`src/include/phyrx_defs.svh`:
```
// Offsets, field positions, reset values and timing counts for the receive path registers.
`ifndef PHYRX_DEFS_SVH
`define PHYRX_DEFS_SVH

// ----------------------------------------------------------------------------
// Register indexes; the byte address is four times the index.
// ----------------------------------------------------------------------------
`define PHYRX_IDX_FECFG 10'h043
`define PHYRX_IDX_VTM 10'h053
`define PHYRX_IDX_SKEW 10'h055
`define PHYRX_IDX_STRAP 10'h06e

// ----------------------------------------------------------------------------
// Field positions of fast_ethernet_rx_config.
// ----------------------------------------------------------------------------
`define PHYRX_FE_ABORT_DIS 11
`define PHYRX_FE_RECOV_MSB 10
`define PHYRX_FE_RECOV_LSB 7
`define PHYRX_FE_FORCE_LINK 6
`define PHYRX_FE_ETD 5
`define PHYRX_FE_EGD 4
`define PHYRX_FE_SKIP 3
`define PHYRX_FE_SCR_OFF 2
`define PHYRX_FE_ODD 1
`define PHYRX_FE_EARLY 0

// ----------------------------------------------------------------------------
// Reset values and fixed read-only contents.
// ----------------------------------------------------------------------------
`define PHYRX_FE_RESET 16'h07a0
`define PHYRX_FE_WMASK 16'h0fff
`define PHYRX_VTM_RSVD 12'h205
`define PHYRX_VTM_THR_RESET 4'h5
`define PHYRX_SKEW_RESET 8'h00

// ----------------------------------------------------------------------------
// Timing: clock period, descrambler timeout and millisecond length.
// ----------------------------------------------------------------------------
`define PHYRX_CLK_PERIOD_NS 20
`define PHYRX_DESCR_TIMEOUT_US 1500
`define PHYRX_MS_NS 1000000
`define PHYRX_DESCR_TIMEOUT_CYC (`PHYRX_DESCR_TIMEOUT_US * 1000 / `PHYRX_CLK_PERIOD_NS)
`define PHYRX_MS_CYC (`PHYRX_MS_NS / `PHYRX_CLK_PERIOD_NS)

`endif

```
`src/include/phyrx_pkg.sv`:
```
// Types shared by the receive path register block.
package phyrx_pkg;

  // Register selected by an APB address.
  typedef enum logic [2:0] {
    PHYRX_SEL_NONE,
    PHYRX_SEL_FECFG,
    PHYRX_SEL_VTM,
    PHYRX_SEL_SKEW,
    PHYRX_SEL_STRAP
  } phyrx_sel_type;

  // Descrambler lock recovery states.
  typedef enum {
    PHYRX_RC_LOCKED,
    PHYRX_RC_RECOVER
  } phyrx_recov_type;

endpackage

```
`src/phyrx_tick.sv`:
```
// Periodic one-cycle enable pulse generator with restart.
`timescale 1ns/1ps
`default_nettype none

module phyrx_tick #(
  parameter int PERIOD = 50000
) (
  // Clock and reset.
  input wire logic clk,
  input wire logic rst,
  // Control.
  input wire logic restart,
  // Output pulse.
  output logic tick
);

  localparam int W = $clog2(PERIOD + 1);

  logic [W-1:0] cnt_q;

  // A period of one would make the pulse a steady level.
  if (PERIOD < 2) begin : g_chk
    $error("phyrx_tick: PERIOD must be at least 2");
  end

  // Count up to the period; restart realigns so that a full period follows.
  always_ff @(posedge clk) begin
    if (rst || restart) begin
      cnt_q <= '0;
    end else if (cnt_q == W'(PERIOD - 1)) begin
      cnt_q <= '0;
    end else begin
      cnt_q <= cnt_q + W'(1);
    end
  end

  // Pulse on the last cycle of each period.
  assign tick = !rst && !restart && (cnt_q == W'(PERIOD - 1));

endmodule

`default_nettype wire

```
`src/phyrx_regs.sv`:
```
// Receive path configuration and status registers with their control logic.
`timescale 1ns/1ps
`default_nettype none
`include "phyrx_defs.svh"

// Function
// - Packet over 1.5 ms aborted unless disabled.
// - Unlock recovery time in milliseconds, default 15.
// - Force bit reports good 100 Mbit/s link.
// - Enhanced ternary detection enabled out of reset.
// - Enable bit selects enhanced gap detection.
// - Bypass bit skips the block decoder.
// - Scrambler off bit disables scrambling.
// - Odd nibble packets detected when enabled.
// - Early receive valid bit advances RX_DV.
// - Idle mode after threshold consecutive idles.
// - Channel skews readable, reset to zero.
module phyrx_regs
  import phyrx_pkg::*;
#(
  parameter int DESCR_TIMEOUT_CYC = `PHYRX_DESCR_TIMEOUT_CYC,
  parameter int MS_CYC = `PHYRX_MS_CYC
) (
  // Clock and reset.
  input wire logic clk,
  input wire logic rst,
  // APB slave.
  input wire logic [11:0] paddr,
  input wire logic psel,
  input wire logic penable,
  input wire logic pwrite,
  input wire logic [31:0] pwdata,
  input wire logic [3:0] pstrb,
  output logic [31:0] prdata,
  output logic pready,
  output logic pslverr,
  // Receive path status from the datapath.
  input wire logic rx_pkt_active,
  input wire logic nibble_valid,
  input wire logic descr_unlock,
  input wire logic link_qualified,
  input wire logic sym_valid,
  input wire logic sym_is_idle,
  input wire logic [3:0] first_channel_skew,
  input wire logic [3:0] second_channel_skew,
  input wire logic [15:0] strap_pins,
  // Controls to the datapath.
  output logic rx_abort,
  output logic descr_recovering,
  output logic link_good_100,
  output logic enhanced_ternary_detect_en,
  output logic enhanced_gap_detect_en,
  output logic rx_block_decoder_skip,
  output logic scrambling_off,
  output logic early_rx_valid_en,
  output logic odd_nibble_event,
  output logic idle_mode
);

  localparam int TW = $clog2(DESCR_TIMEOUT_CYC + 1);

  // --------------------------------------------------------------------------
  // Parameter checks.
  // --------------------------------------------------------------------------
  if (DESCR_TIMEOUT_CYC < 2) begin : g_chk_tmo
    $error("phyrx_regs: DESCR_TIMEOUT_CYC must be at least 2");
  end
  if (MS_CYC < 2) begin : g_chk_ms
    $error("phyrx_regs: MS_CYC must be at least 2");
  end

  // --------------------------------------------------------------------------
  // Storage.
  // --------------------------------------------------------------------------
  logic [15:0] fe_q;
  logic [3:0] thr_q;
  logic [7:0] skew_q;
  logic [15:0] strap_q;
  logic strap_taken_q;
  logic [TW-1:0] tmo_cnt_q;
  logic abort_q;
  phyrx_recov_type rc_state_q;
  logic [3:0] recov_cnt_q;
  logic ms_tick;
  logic parity_q;
  logic pkt_q;
  logic odd_q;
  logic [3:0] idle_cnt_q;
  logic idle_q;
  logic link_q;
  logic [31:0] prdata_q;
  phyrx_sel_type sel;
  logic wr_en;
  logic rd_setup;

  // Address decode; misaligned and unknown offsets select nothing.
  function automatic phyrx_sel_type phyrx_decode(input logic [11:0] a);
    phyrx_sel_type s;
    s = PHYRX_SEL_NONE;
    if (a[1:0] == 2'b00) begin
      case (a[11:2])
        `PHYRX_IDX_FECFG: s = PHYRX_SEL_FECFG;
        `PHYRX_IDX_VTM: s = PHYRX_SEL_VTM;
        `PHYRX_IDX_SKEW: s = PHYRX_SEL_SKEW;
        `PHYRX_IDX_STRAP: s = PHYRX_SEL_STRAP;
        default: s = PHYRX_SEL_NONE;
      endcase
    end
    return s;
  endfunction

  // --------------------------------------------------------------------------
  // APB slave.
  // --------------------------------------------------------------------------
  // Zero wait states: read data is latched in the setup cycle.
  assign sel = phyrx_decode(paddr);
  assign pready = 1'b1;
  assign pslverr = psel && penable && (sel == PHYRX_SEL_NONE);
  assign wr_en = psel && penable && pwrite;
  assign rd_setup = psel && !penable && !pwrite;
  assign prdata = prdata_q;

  // Read mux; reserved bits return their fixed contents.
  always_ff @(posedge clk) begin
    if (rst) begin
      prdata_q <= 32'h0000_0000;
    end else if (rd_setup) begin
      case (sel)
        PHYRX_SEL_FECFG: prdata_q <= {16'h0000, fe_q};
        PHYRX_SEL_VTM: prdata_q <= {16'h0000, `PHYRX_VTM_RSVD, thr_q};
        PHYRX_SEL_SKEW: prdata_q <= {24'h00_0000, skew_q};
        PHYRX_SEL_STRAP: prdata_q <= {16'h0000, strap_q};
        default: prdata_q <= 32'h0000_0000;
      endcase
    end
  end

  // Configuration write; the mask keeps bits 15:12 at zero.
  always_ff @(posedge clk) begin
    if (rst) begin
      fe_q <= `PHYRX_FE_RESET;
    end else if (wr_en && sel == PHYRX_SEL_FECFG) begin
      if (pstrb[0]) begin
        fe_q[7:0] <= pwdata[7:0];
      end
      if (pstrb[1]) begin
        fe_q[15:8] <= pwdata[15:8] & 8'(`PHYRX_FE_WMASK >> 8);
      end
    end
  end

  // Idle threshold; only the low nibble is writable.
  always_ff @(posedge clk) begin
    if (rst) begin
      thr_q <= `PHYRX_VTM_THR_RESET;
    end else if (wr_en && sel == PHYRX_SEL_VTM && pstrb[0]) begin
      thr_q <= pwdata[3:0];
    end
  end

  // Skew is sampled every cycle so a read shows the latest alignment.
  always_ff @(posedge clk) begin
    if (rst) begin
      skew_q <= `PHYRX_SKEW_RESET;
    end else begin
      skew_q <= {second_channel_skew, first_channel_skew};
    end
  end

  // Straps are caught once, in the first cycle after reset release.
  always_ff @(posedge clk) begin
    if (rst) begin
      strap_q <= 16'h0000;
      strap_taken_q <= 1'b0;
    end else if (!strap_taken_q) begin
      strap_q <= strap_pins;
      strap_taken_q <= 1'b1;
    end
  end

  // --------------------------------------------------------------------------
  // Static controls straight from the configuration flops.
  // --------------------------------------------------------------------------
  assign enhanced_ternary_detect_en = fe_q[`PHYRX_FE_ETD];
  assign enhanced_gap_detect_en = fe_q[`PHYRX_FE_EGD];
  assign rx_block_decoder_skip = fe_q[`PHYRX_FE_SKIP];
  assign scrambling_off = fe_q[`PHYRX_FE_SCR_OFF];
  assign early_rx_valid_en = fe_q[`PHYRX_FE_EARLY];

  // Link report; the override hides a failing qualifier.
  always_ff @(posedge clk) begin
    if (rst) begin
      link_q <= 1'b0;
    end else begin
      link_q <= fe_q[`PHYRX_FE_FORCE_LINK] || link_qualified;
    end
  end
  assign link_good_100 = link_q;

  // --------------------------------------------------------------------------
  // Descrambler timeout on long packets.
  // --------------------------------------------------------------------------
  // The counter saturates so a very long packet cannot wrap and re-arm.
  always_ff @(posedge clk) begin
    if (rst || !rx_pkt_active) begin
      tmo_cnt_q <= '0;
    end else if (tmo_cnt_q != TW'(DESCR_TIMEOUT_CYC)) begin
      tmo_cnt_q <= tmo_cnt_q + TW'(1);
    end
  end

  // Abort holds until the packet ends.
  always_ff @(posedge clk) begin
    if (rst || !rx_pkt_active) begin
      abort_q <= 1'b0;
    end else if (tmo_cnt_q == TW'(DESCR_TIMEOUT_CYC - 1) &&
                 !fe_q[`PHYRX_FE_ABORT_DIS]) begin
      abort_q <= 1'b1;
    end
  end
  assign rx_abort = abort_q;

  // --------------------------------------------------------------------------
  // Recovery after descrambler unlock.
  // --------------------------------------------------------------------------
  phyrx_tick #(
    .PERIOD(MS_CYC)
  ) u_ms_tick (
    .clk(clk),
    .rst(rst),
    .restart(descr_unlock),
    .tick(ms_tick)
  );

  // A fresh unlock during recovery reloads the full time.
  always_ff @(posedge clk) begin
    if (rst) begin
      rc_state_q <= PHYRX_RC_LOCKED;
      recov_cnt_q <= 4'h0;
    end else begin
      case (rc_state_q)
        PHYRX_RC_LOCKED: begin
          if (descr_unlock) begin
            recov_cnt_q <= fe_q[`PHYRX_FE_RECOV_MSB:`PHYRX_FE_RECOV_LSB];
            rc_state_q <= PHYRX_RC_RECOVER;
          end
        end
        PHYRX_RC_RECOVER: begin
          if (descr_unlock) begin
            recov_cnt_q <= fe_q[`PHYRX_FE_RECOV_MSB:`PHYRX_FE_RECOV_LSB];
          end else if (recov_cnt_q == 4'h0) begin
            rc_state_q <= PHYRX_RC_LOCKED;
          end else if (ms_tick) begin
            recov_cnt_q <= recov_cnt_q - 4'h1;
          end
        end
        default: begin
          rc_state_q <= PHYRX_RC_LOCKED;
        end
      endcase
    end
  end
  assign descr_recovering = (rc_state_q == PHYRX_RC_RECOVER);

  // --------------------------------------------------------------------------
  // Odd nibble detection.
  // --------------------------------------------------------------------------
  // Parity restarts with each packet; the check fires at its end.
  always_ff @(posedge clk) begin
    if (rst) begin
      parity_q <= 1'b0;
      pkt_q <= 1'b0;
      odd_q <= 1'b0;
    end else begin
      pkt_q <= rx_pkt_active;
      odd_q <= pkt_q && !rx_pkt_active && parity_q &&
               fe_q[`PHYRX_FE_ODD];
      if (!pkt_q && rx_pkt_active) begin
        parity_q <= nibble_valid;
      end else if (rx_pkt_active && nibble_valid) begin
        parity_q <= !parity_q;
      end
    end
  end
  assign odd_nibble_event = odd_q;

  // --------------------------------------------------------------------------
  // Idle symbol detector.
  // --------------------------------------------------------------------------
  // The count saturates at fifteen; any non-idle symbol restarts it.
  always_ff @(posedge clk) begin
    if (rst) begin
      idle_cnt_q <= 4'h0;
      idle_q <= 1'b0;
    end else if (sym_valid) begin
      if (sym_is_idle) begin
        if (idle_cnt_q != 4'hf) begin
          idle_cnt_q <= idle_cnt_q + 4'h1;
        end
        if ({1'b0, idle_cnt_q} + 5'h01 >= {1'b0, thr_q}) begin
          idle_q <= 1'b1;
        end
      end else begin
        idle_cnt_q <= 4'h0;
        idle_q <= 1'b0;
      end
    end
  end
  assign idle_mode = idle_q;

  // --------------------------------------------------------------------------
  // Assertions.
  // --------------------------------------------------------------------------
  property p_abort_on_timeout;
    @(posedge clk) disable iff (rst)
      $rose(rx_abort) |->
        $past(tmo_cnt_q) == TW'(DESCR_TIMEOUT_CYC - 1) &&
        !$past(fe_q[`PHYRX_FE_ABORT_DIS]);
  endproperty
  a_abort_on_timeout: assert property (p_abort_on_timeout)
    else $error("abort raised without a timeout");

  property p_recovery_load;
    @(posedge clk) disable iff (rst)
      (descr_unlock && rc_state_q == PHYRX_RC_LOCKED) |=>
        descr_recovering &&
        recov_cnt_q == $past(fe_q[`PHYRX_FE_RECOV_MSB:`PHYRX_FE_RECOV_LSB]);
  endproperty
  a_recovery_load: assert property (p_recovery_load)
    else $error("recovery did not load the programmed time");

  property p_force_link;
    @(posedge clk) disable iff (rst)
      fe_q[`PHYRX_FE_FORCE_LINK] |=> link_good_100;
  endproperty
  a_force_link: assert property (p_force_link)
    else $error("forced link not reported good");

  property p_reset_values;
    @(posedge clk)
      $past(rst) |-> fe_q == `PHYRX_FE_RESET &&
        thr_q == `PHYRX_VTM_THR_RESET && enhanced_ternary_detect_en;
  endproperty
  a_reset_values: assert property (p_reset_values)
    else $error("wrong value after reset");

  property p_ctrl_write;
    @(posedge clk) disable iff (rst)
      (wr_en && sel == PHYRX_SEL_FECFG && pstrb[0]) |=>
        {enhanced_gap_detect_en, rx_block_decoder_skip, scrambling_off,
         early_rx_valid_en} ==
        {$past(pwdata[4]), $past(pwdata[3]), $past(pwdata[2]),
         $past(pwdata[0])};
  endproperty
  a_ctrl_write: assert property (p_ctrl_write)
    else $error("control outputs do not follow the write");

  property p_odd_event;
    @(posedge clk) disable iff (rst)
      odd_nibble_event |-> $past(parity_q) && $past(fe_q[`PHYRX_FE_ODD]) &&
        $fell(pkt_q) && !$past(rx_pkt_active) ##1 !odd_nibble_event;
  endproperty
  a_odd_event: assert property (p_odd_event)
    else $error("odd nibble event without an odd packet");

  property p_idle_mode;
    @(posedge clk) disable iff (rst)
      $rose(idle_mode) |->
        $past(sym_valid && sym_is_idle) &&
        ({1'b0, $past(idle_cnt_q)} + 5'h01 >= {1'b0, $past(thr_q)});
  endproperty
  a_idle_mode: assert property (p_idle_mode)
    else $error("idle mode entered before the threshold");

  property p_skew_read;
    @(posedge clk) disable iff (rst)
      (rd_setup && sel == PHYRX_SEL_SKEW) |=>
        prdata[31:8] == 24'h00_0000 && prdata[7:0] == $past(skew_q);
  endproperty
  a_skew_read: assert property (p_skew_read)
    else $error("skew read returned wrong data");

  property p_vtm_rsvd;
    @(posedge clk) disable iff (rst)
      (rd_setup && sel == PHYRX_SEL_VTM) |=>
        prdata[31:4] == {16'h0000, `PHYRX_VTM_RSVD};
  endproperty
  a_vtm_rsvd: assert property (p_vtm_rsvd)
    else $error("reserved threshold bits not fixed");

  property p_fe_rsvd;
    @(posedge clk) disable iff (rst)
      fe_q[15:12] == 4'h0;
  endproperty
  a_fe_rsvd: assert property (p_fe_rsvd)
    else $error("reserved configuration bits written");

  // Main scenarios.
  property p_cov_abort;
    @(posedge clk) disable iff (rst) $rose(rx_abort);
  endproperty
  c_cov_abort: cover property (p_cov_abort);

  property p_cov_recover_done;
    @(posedge clk) disable iff (rst) $fell(descr_recovering);
  endproperty
  c_cov_recover_done: cover property (p_cov_recover_done);

  property p_cov_odd;
    @(posedge clk) disable iff (rst) odd_nibble_event;
  endproperty
  c_cov_odd: cover property (p_cov_odd);

  property p_cov_idle;
    @(posedge clk) disable iff (rst) $rose(idle_mode);
  endproperty
  c_cov_idle: cover property (p_cov_idle);

endmodule

`default_nettype wire

```
`config.mk`:
```
export PLATFORM = sky130hd
export DESIGN_NAME = phyrx_regs
export DESIGN_NICKNAME = d
export VERILOG_FILES = /design/src/include/phyrx_pkg.sv /design/src/phyrx_tick.sv /design/src/phyrx_regs.sv
export VERILOG_INCLUDE_DIRS = /design/src /design/src/include
export SDC_FILE = /design/constraint.sdc
export NUM_CORES = 1
export LEC_CHECK = 0
export ABC_AREA = 1
export BUFFER_PORTS_ARGS = -buffer_cell sky130_fd_sc_hd__buf_2
export CAP_MARGIN = 20
export CORE_ASPECT_RATIO = 0.75
export CORE_MARGIN = 1.5
export CORE_UTILIZATION = 55
export DETAILED_ROUTE_END_ITERATION = 10
export GPL_ROUTABILITY_DRIVEN = 0
export GPL_TIMING_DRIVEN = 0
export PLACE_DENSITY = 0.8
export SLEW_MARGIN = 20
export SYNTH_ARGS = -nofsm -noshare
export SYNTH_HDL_FRONTEND = slang
export SYNTH_SLANG_ARGS = --single-unit
export TNS_END_PERCENT = 100
```
`constraint.sdc`:
```
create_clock -name clk -period 4.82 [get_ports clk]
set_input_delay 0.482 -clock clk [delete_from_list [all_inputs] [get_ports clk]]
set_output_delay 0.482 -clock clk [all_outputs]
set_load 0.03 [all_outputs]
```
# Word-level counts from Yosys, hierarchy flattened
# Index checks and enable logic that the tools add are counted.
# word_totals
ff_bits	152
in_bits	83
out_inout_bits	44
elab_cells	104
# classes
add_sub_neg	5
n_lt_le_gt_ge	1
n_eq_ne	21
mux	19
n_reduce_logical	40
# op_table
operator	count
$mux W32	3
$pmux W16 S4	1
$pmux W32 S2	1
$eq A10 B7 Y1 const B	4
$eq A32 B1 Y1 const B	1
$eq A32 B2 Y1 const B	1
$logic_not A32 Y1	1
$mux W4	6
$add A17 B1 Y17 const B	1
$eq A17 B17 Y1 const B	1
$ne A17 B17 Y1 const B	1
$add A16 B1 Y16 const B	1
$eq A16 B16 Y1 const B	1
$logic_and A1 B1 Y1	16
$pmux W3 S4	1
$logic_not A1 Y1	8
$pmux W4 S2	1
$reduce_and A2 Y1	4
$eq A3 B2 Y1 const B	2
$ne A2 B2 Y1 const B	3
$ne A3 B3 Y1 const B	2
$add A4 B1 Y5 const B	1
$ge A5 B4 Y1	1
$mux W1	5
15 further kinds	19

# Logic depth before layout (Yosys ltp)
# Gate-level depths: netlist of run 1.
# logic_depth
ltp_word	7
ltp_mapped	12
ltp_nobuf	11

# Hierarchy
# From an unflattened synthesis of run 1, not the netlist that was laid out.
# unflattened
cells_unflattened	701
hier_area_um2	5088.6
# modules_own_cells
mod	n_inst	cells_each	area_per_inst_um2	seq_area_each_um2
phyrx_regs	1	567	4177.8	1781.7
phyrx_tick	1	134	910.9	320.3

# Worst setup path before layout of run 1
# Ideal clock, no wire load.
# synth_timing
path_type	input to output
startpoint	input port paddr[3]
endpoint	output port pslverr
arrival_ps	1622
required_ps	4338
slack_ps	2716
path_stages	7
n_path_buf	0
path_cell_list	nand2_1 > clkinv_1 > nand2_2 > nand2_1 > nand3_1 > nand2_2 > nor3_1
# synth_via
elab_chain_cells	5
elab_cells_between_ends	8
cone_classes	eq/ne (4); mux (2); reduce/logical (2)
# synth_rtl
item	line_no	text
from (decl)	phyrx_regs.sv:28	input wire logic [11:0] paddr,
$eq A10 B7 Y1	phyrx_regs.sv:101	case (a[11:2])
$pmux W3 S4 (*)	phyrx_regs.sv:101	
$mux W3 (*)	phyrx_regs.sv:100	if (a[1:0] == 2'b00) begin
$logic_not A3 Y1 (*)	phyrx_regs.sv:118	assign pslverr = psel && penable && (sel == PHYRX_SEL_NONE);
$logic_and A1 B1 Y1 (*)	phyrx_regs.sv:118	
to (decl)	phyrx_regs.sv:36	output logic pslverr,
# Mark *: on every way between the ends. The rest lies on a longest branch, timed or not.

# Worst setup path in the final report of run 1
# Same ends and word-level chain as after synthesis.

==> results of run 1 <==
## layout make-up
| class | count | area, µm² | share of cell area |
|---|---|---|---|
| sequential | 105 | 2100 | 0.360 |
| multi-input combinational | 469 | 2320 | 0.398 |
| buffer | 33 | 203 | 0.0347 |
| tap | 108 | 135 | 0.0232 |
| clock inverter | 6 | 81.3 | 0.0139 |
| inverter | 85 | 319 | 0.0547 |
| timing repair buffer | 87 | 435 | 0.0746 |
| clock buffer | 10 | 239 | 0.0410 |
## registers in the layout (all words and copies together), names as in the netlist, 4 cells and up
name,flops
tmo_cnt_q,17
prdata,16
strap_q,16
u_ms_tick.cnt_q,16
fe_q,12
skew_q,8
idle_cnt_q,4
recov_cnt_q,4
thr_q,4
## report_power, final
| group | switching (W) | internal [W] | total [W] |
|---|---|---|---|
| clock | 0.000353 | 0.000431 | 0.000784 |
| sequential | 0.0000125 | 0.000889 | 0.000901 |
| combinational | 0.000100 | 0.0000567 | 0.000157 |
| total | 0.000465 | 0.00138 | 0.00184 |
## through the flow
step / power (W) / instances
floorplan: 0.00102 / 692
global placement: 0.00107 / 887
detailed placement: 0.00107 / 887
CTS: 0.00184 / 903
global route: 0.00190 / 903
finish: 0.00184 / 903
## cells in the final DEF, fill, tap and decap left out, types with 3 or more instances in the layout
master,count
nand2_2,8
dfxtp_1,105
inv_8,3
nor2_2,4
nand3_1,36
ha_1,9
nand4_1,12
clkbuf_1,10
nor3_1,13
nor3b_1,4
o21ai_0,49
conb_1,17
o21ai_1,4
a21oi_1,43
nand2_1,125
nand3_2,3
nor2_1,100
buf_2,90
xnor2_1,3
a21oi_2,6
inv_1,80
xor2_1,4
clkbuf_16,9
inv_2,4
nor4_1,5
buf_4,18
## final timing paths
| path | startpoint | to | slack, ns | depth (start not counted) |
|---|---|---|---|---|
| worst max-delay path | paddr[3] | pslverr | 2.69 | 9 |
| worst min-delay path | first_channel_skew[0] | skew_q[0] | 0.32 | 3 |
| worst max register to register | u_ms_tick.cnt_q[0] | recov_cnt_q[1] | 3.00 | 10 |
| worst min register to register | u_ms_tick.cnt_q[0] | u_ms_tick.cnt_q[0] | 0.46 | 1 |
## layer usage
| metal | vias to the layer above | part of all wire | track usage |
|---|---|---|---|
| li1 | 2383 | - | - |
| met1 | 2188 | 0.44 | 0.352 |
| met2 | 220 | 0.45 | 0.441 |
| met3 | 33 | 0.083 | 0.0628 |
| met4 | 0 | 0.024 | 0.100 |
| met5 | - | 0 | 0 |
## cells by family (layout without fill, tap and decap cells)
family / Yosys count / count (layout) / synth area share
buf+inv: 118 / 221 / 0.107
xor+xnor: 7 / 7 / 0.0125
simple gates: 321 / 321 / 0.295
flops: 105 / 105 / 0.430
fa+ha+maj: 9 / 9 / 0.0230
other cells: 2 / 17 / 0.00154
compound gates: 115 / 115 / 0.131
## worst reg2reg max path, delay by kind of cell, from the launching register on
kind                       cells  cell delay (ns)
buffers and inverters          1             0.10
DFF                            1             0.36
adders and majority gates      1             0.17
and+or+nand+nor                8             1.08
==> results.toml, run 1 <==
[placed_design]
hpwl_um = 9590
pre_cts_ws_ns = 2.74
placed_cell_area_um2 = 5510
portBuffers = 87

[synth]
netlist.top_cell.by_area = "dfxtp_1"
synth_cell_types = 44
synthCells = 677
ys_top_cells_by_area = "dfxtp_1 43%, nand2_1 9.6%, nor2_1 7.7%, inv_1 6.1%, o21ai_0 5.0%"
netlist_area_um2 = 4890
synth.avg_cell_area_um2 = 7.22
synth_edf_count = 0
synth-main-ff-cell = "dfxtp_1"
ys_seq_elements = 105
synth-seq-area-share = 0.430
yosysMostFrequentCell = "nand2_1"
async_flop_share = 0
ys_warn_count = 0
synth_top_cell_area_share = 0.430
synth_commonest_cells = "125 x nand2_1, 105 x dfxtp_1, 100 x nor2_1"

[min_path]
min_path_type = "primary input to flop"

[pwr]
power_density_nw_per_um2 = 316
p_leak_nw = 2.60
peakVddDrop_mv = 0.208

[cts]
ctsHoldBuffers = 0
cts_root_buf = "clkbuf_16"
post-cts-setup-buffer-count = 0
clock_path_buffers = 2
clock-sinks = 105
cts_buffers = 9
cts.repair.resized = 0
clk_pin_slew_ns = 0.08
htree_levels = 3
cts_tree = "built"
clk_latency_ns = 0.36

[timing]
fin_ws_ns = 2.69
worstMarginPinSlew_ns = 0.643
hold_slack_ns = 0.324
relSlewSlack = 0.571
rsz0062_at_grt = "false"
setup_viol = 0
tns_ns = 0
fmax_mhz = 470
fin_skew_ns = 0.00790
maxSlewViolCount = 0
fin_crit_sh = 0.441
finalHoldViolCount = 0
fin_crit_ns = 2.13

[die]
io_pins = 127
start_util = 0.573
die_y_um = 84.6
die_area_um2 = 9470
die_w_um = 112
core_um2 = 8530
rows = 29

[global_route]
grt_first_pass_wirelength_um = 20600
gr-usage-all-layers = 0.270
grt_pass1_vias = 4498
grt_max_degree = 20
overflow = 0
antenna_found_initial = 0

[worst_setup_path]
cp_top_family = "simple AND/OR/NAND/NOR gates"
critical_path_class = "primary input to output port"
critPathMaxFanout = 4
cp_slowest_stage_delay_ns = 0.23
crit_required_ns = 4.34
path_cells = "buf_2, nand2_1, clkinv_1, nand2_2, nand2_1, nand3_1, nand2_2, nor3_1, buf_2"
worst-path-buf-inv = 3
startpoint_type = "primary input"
end_kind = "output port"
critPathArrivalTime_ns = 1.64
crit_slowest_cell = "buf_2"

[routing]
drtAntennaViolNets = 0
wl_um = 12700
first_pass_iters = 6
drt_iter0_drc = 366
num_vias = 4824
detail_route.wl_per_cell_um = 14.1
drc = 0
vias_per_cell = 5.34

[finish]
final_util = 0.684
design.final.nets = 882
stdcell_area_um2 = 5830
num_antenna_cells = 0
n_fill_cell = 718
drive_gt1_frac = 0.204
area_delta_synth_final_pct = 19.4

[job]
drv_cap = 0

[run_status]
outcome = "finished clean"
Note: power is estimated with default switching activity, not from simulation.
==> run 2, diff against run 1 <==
CORE_UTILIZATION = 53   (was 55)
PLACE_DENSITY = 0.77   (was 0.8)
clock period = 2 ns   (was 4.82 ns; I/O delays follow)
==> results.toml, run 2 (same netlist as run 1, synthesis figures left out) <==
[worst_setup_path]
critPathArrivalTime_ns = 2.08
startpoint_type = "flop"
cp.depth = 9
reg2reg_depth = 9
crit_required_ns = 2.24
crit_slowest_cell = "dfxtp_1"
path_cells = "ha_1, nand2_1, nor2_1, inv_1, nor2_1, nand2_1, inv_1, nand2_1, o221a_2"
cp_slowest_stage_delay_ns = 0.41
cp_top_family = "simple AND/OR/NAND/NOR gates"
worst-path-buf-inv = 2
critPathMaxFanout = 5
cp_common_cell = "nand2_1"
end_kind = "flop"
critical_path_class = "flop to flop"

[global_route]
grt_pass1_vias = 4232
overflow = 0
grt_max_degree = 19
grt_first_pass_wirelength_um = 20000
antenna_found_initial = 0
gr-usage-all-layers = 0.260

[timing]
rsz0062_at_grt = "false"
fin_skew_ns = 0.00598
relSlewSlack = 0.579
setup_viol = 0
fin_crit_ns = 1.84
tns_ns = 0
fmax_mhz = 545
worstMarginPinSlew_ns = 0.632
fin_crit_sh = 0.918
maxSlewViolCount = 0
finalHoldViolCount = 0

[run_status]
outcome = "finished clean"

[die]
die_area_um2 = 9810
io_pins = 127
core_um2 = 9010
die_w_um = 114
start_util = 0.542
rows = 30
die_y_um = 86.2

[cts]
clock-sinks = 105
post-cts-setup-buffer-count = 0
clock_path_buffers = 2
cts.repair.resized = 0
clk_pin_slew_ns = 0.07
cts_root_buf = "clkbuf_16"
clk_latency_ns = 0.34
htree_levels = 3
ctsHoldBuffers = 0
cts_tree = "built"
cts_buffers = 9

[routing]
wl_um = 12600
drc = 0
drtAntennaViolNets = 0
vias_per_cell = 5.25
num_vias = 4766
drt_iter0_drc = 361
first_pass_iters = 6
detail_route.wl_per_cell_um = 13.9

[placed_design]
placed_cell_area_um2 = 5520
portBuffers = 87
hpwl_um = 9720
placedCellCount = 891

[finish]
final_util = 0.644
final_cells = 907
area_delta_synth_final_pct = 18.6
drive_gt1_frac = 0.203
seqCellArea_um2 = 2100
n_fill_cell = 803
num_antenna_cells = 0
final_common_cell = "nand2_1"
multi_input_area_um2 = 2320
largest_reg_flops = 17
final_cell_mix = "125 x nand2_1, 105 x dfxtp_1, 100 x nor2_1"
design.final.nets = 882
regMostFlops = "tmo_cnt_q"
stdcell_area_um2 = 5800

[pwr]
swShare = 0.256
combPwrFrac = 0.089
power_switching_w = 0.00108
p_leak_nw = 2.58
seq_power_share = 0.514
peakVddDrop_mv = 0.394
p_total_w = 0.00422
power_density_nw_per_um2 = 728
p_int_w = 0.00314
clkPwrFrac = 0.397

[job]
drv_cap = 0

[min_path]
hold_depth = 3
min_path_type = "primary input to flop"
## run 2: changes by cell type in the layout (fill, tap and decap cells not counted)
cell,change
clkinvlp_4,+1
clkbuf_1,+1
clkinv_2,+1
inv_6,+1
clkbuf_8,-1
inv_8,-2
bufinv_16,-1
## run 2: metal layers
layer	wire length, µm	part of all wire	vias to the layer above	GRT usage
met5	0	0	-	0
met4	174	0.014	0	0.0625
met3	1100	0.088	18	0.0608
met2	5510	0.44	231	0.407
met1	5800	0.46	2146	0.365
li1	-	-	2371	-
## run 2: final timing paths
check	start	to	slack (ns)
max reg2reg	tmo_cnt_q[0]	tmo_cnt_q[14]	0.16
min reg2reg	u_ms_tick.cnt_q[0]	u_ms_tick.cnt_q[0]	0.46
min	pwdata[8]	fe_q[8]	0.06
max	tmo_cnt_q[0]	tmo_cnt_q[14]	0.16
## run 2: tightest hold or removal path: stages
cell     delay (ns)
buf_2          0.08
nand2_1        0.04
nand3_1        0.05
## run 2: final cells by class
type                    instances  area share
flip-flops and latches        105       0.363
repair buffers                 87      0.0751
well taps                     112      0.0242
inverters                      85      0.0550
multi-input cells             469       0.400
plain buffers                  33      0.0350
clock buffers                  10      0.0395
clock inverters                 6     0.00863
## run 2: through the flow
| stage | setup slack (ns) | hold slack [ns] |
|---|---|---|
| finish | 0.164 | 0.0562 |
| global route | 0.0122 | 0.0611 |
| CTS | 0.169 | 0.0528 |
| detailed placement | 0.181 | 0.413 |
| global placement | 0.223 | 0.411 |
| floorplan | 0.445 | 0.276 |
## run 2: power groups by stage
stage               logic, W  clock network (W)  registers, W
floorplan           0.000231                  0       0.00222
detailed placement  0.000368                  0       0.00222
finish              0.000377            0.00167       0.00217
global route        0.000419            0.00179       0.00218
CTS                 0.000372            0.00169       0.00217
global placement    0.000357                  0       0.00222
==> run 3, diff against run 2 <==
CORE_MARGIN = 3   (was 1.5)
CORE_UTILIZATION = 31   (was 53)
PLACE_DENSITY = 0.49   (was 0.77)
==> results.toml, run 3 (same netlist as run 1, synthesis figures left out) <==
[finish]
design.final.nets = 882
final_cell_mix = "125 x nand2_1, 105 x dfxtp_1, 100 x nor2_1"
area_delta_synth_final_pct = 21.8
final_common_cell = "nand2_1"
largest_reg_flops = 17
regMostFlops = "tmo_cnt_q"
drive_gt1_frac = 0.201
stdcell_area_um2 = 5950
final_cells = 1002

[timing]
relSlewSlack = 0.566
finalHoldViolCount = 0
setup_viol = 0
hold_slack_ns = 0.0601
tns_ns = 0
fmax_mhz = 557
fin_crit_sh = 0.898
worstMarginPinSlew_ns = 0.651
fin_skew_ns = 0.00674
fin_crit_ns = 1.80
maxSlewViolCount = 0

[cts]
clk_latency_ns = 0.34
cts_root_buf = "clkbuf_16"
clk_pin_slew_ns = 0.07
ctsHoldBuffers = 0
cts_tree = "built"
htree_levels = 3
cts.repair.resized = 0
cts_buffers = 9
clock_path_buffers = 2
post-cts-setup-buffer-count = 0
clock-sinks = 105

[die]
die_w_um = 151
io_pins = 127
core_um2 = 15300
die_y_um = 115
die_area_um2 = 17300
rows = 39
start_util = 0.319

[routing]
route.met2.wl_um = 5780
wl_met3_um = 924
drc = 0
first_pass_iters = 5
vias_per_cell = 4.56
drt_iter0_drc = 215
top_layer = "met5"
detail_route.wl_per_cell_um = 13.7
wl_um = 13700
drtAntennaViolNets = 0
met1Wirelength_um = 6820
num_vias = 4569

[global_route]
antenna_found_initial = 6
grt_first_pass_wirelength_um = 21800
overflow = 0
grt_max_degree = 16
gr-usage-all-layers = 0.161
grt_pass1_vias = 4335

[placed_design]
hpwl_um = 10900
portBuffers = 87
placedCellCount = 984
placed_cell_area_um2 = 5640

[pwr]
p_int_w = 0.00323
swShare = 0.240
p_total_w = 0.00426
power_density_nw_per_um2 = 715
p_leak_nw = 2.59
power_switching_w = 0.00102
peakVddDrop_mv = 0.395
clkPwrFrac = 0.401
combPwrFrac = 0.089
seq_power_share = 0.510

[worst_setup_path]
end_kind = "flop"
cp_top_family = "simple AND/OR/NAND/NOR gates"
cp_common_cell = "nand2_1"
critPathArrivalTime_ns = 2.02
path_cells = "ha_1, nand2_1, nor2_2, nand2_1, nor4_4, nand3b_4, buf_4, nor3_1"
critPathMaxFanout = 10
crit_slowest_cell = "dfxtp_1"
crit_required_ns = 2.22
cp_slowest_stage_delay_ns = 0.35
critical_path_class = "flop to flop"
startpoint_type = "flop"
worst-path-buf-inv = 1

[run_status]
outcome = "finished clean"

[min_path]
min_path_type = "primary input to flop"

[job]
drv_cap = 0
-- run 3: changes by cell type in the layout (fill, tap and decap cells not counted), sizes merged --
cell and change:
clkbuf +5, inv -3, diode +2, clkinv -1, clkinvlp -1
-- run 3: layout make-up --
cell class	instances	area [µm²]
clock inverters	1	8.76
flip-flops and latches	105	2100
multi-input cells	469	2340
well taps	205	256
clock buffers	15	278
plain buffers	33	203
fillers	1649	9370
inverters	85	319
diodes	2	5.00
repair buffers	87	435
-- run 3: power groups by stage --
stage / Clock [W] / Sequential (W) / Combinational (W)
5_1_grt: 0.00184 / 0.00218 / 0.000426
3_3_place_gp: 0 / 0.00222 / 0.000374
3_5_place_dp: 0 / 0.00222 / 0.000378
4_1_cts: 0.00176 / 0.00217 / 0.000380
2_1_floorplan: 0 / 0.00222 / 0.000231
6_report: 0.00171 / 0.00217 / 0.000378
-- run 3: path summary, 6_finish.rpt --
| check | slack, ns | from | cells past startpoint | to |
|---|---|---|---|---|
| max | 0.20 | u_ms_tick.cnt_q[0] | 8 | u_ms_tick.cnt_q[9] |
| min | 0.06 | pwdata[7] | 3 | fe_q[7] |
| max reg2reg | 0.20 | u_ms_tick.cnt_q[0] | 8 | u_ms_tick.cnt_q[9] |
| min reg2reg | 0.45 | u_ms_tick.cnt_q[0] | 1 | u_ms_tick.cnt_q[0] |
-- run 3: through the flow --
step | utilization | setup slack, ns
global route | 0.388 | -0.0393
floorplan | - | 0.445
finish | 0.388 | 0.204
CTS | 0.386 | 0.0399
detailed placement | 0.368 | 0.0633
global placement | 0.368 | 0.0772
-- run 3: worst register-to-register path: stages, from the launching register on --
cell and delay, ns:
dfxtp_1 0.35, ha_1 0.17, nand2_1 0.09, nor2_2 0.10, nand2_1 0.13, nor4_4 0.32, nand3b_4 0.24, buf_4 0.20
nor3_1 0.06
-- run 3: metal layers --
metal / vias to the layer above / GRT usage
met5: - / 0
met3: 18 / 0.0524
met1: 2074 / 0.223
met4: 6 / 0.0362
met2: 100 / 0.246
li1: 2371 / -
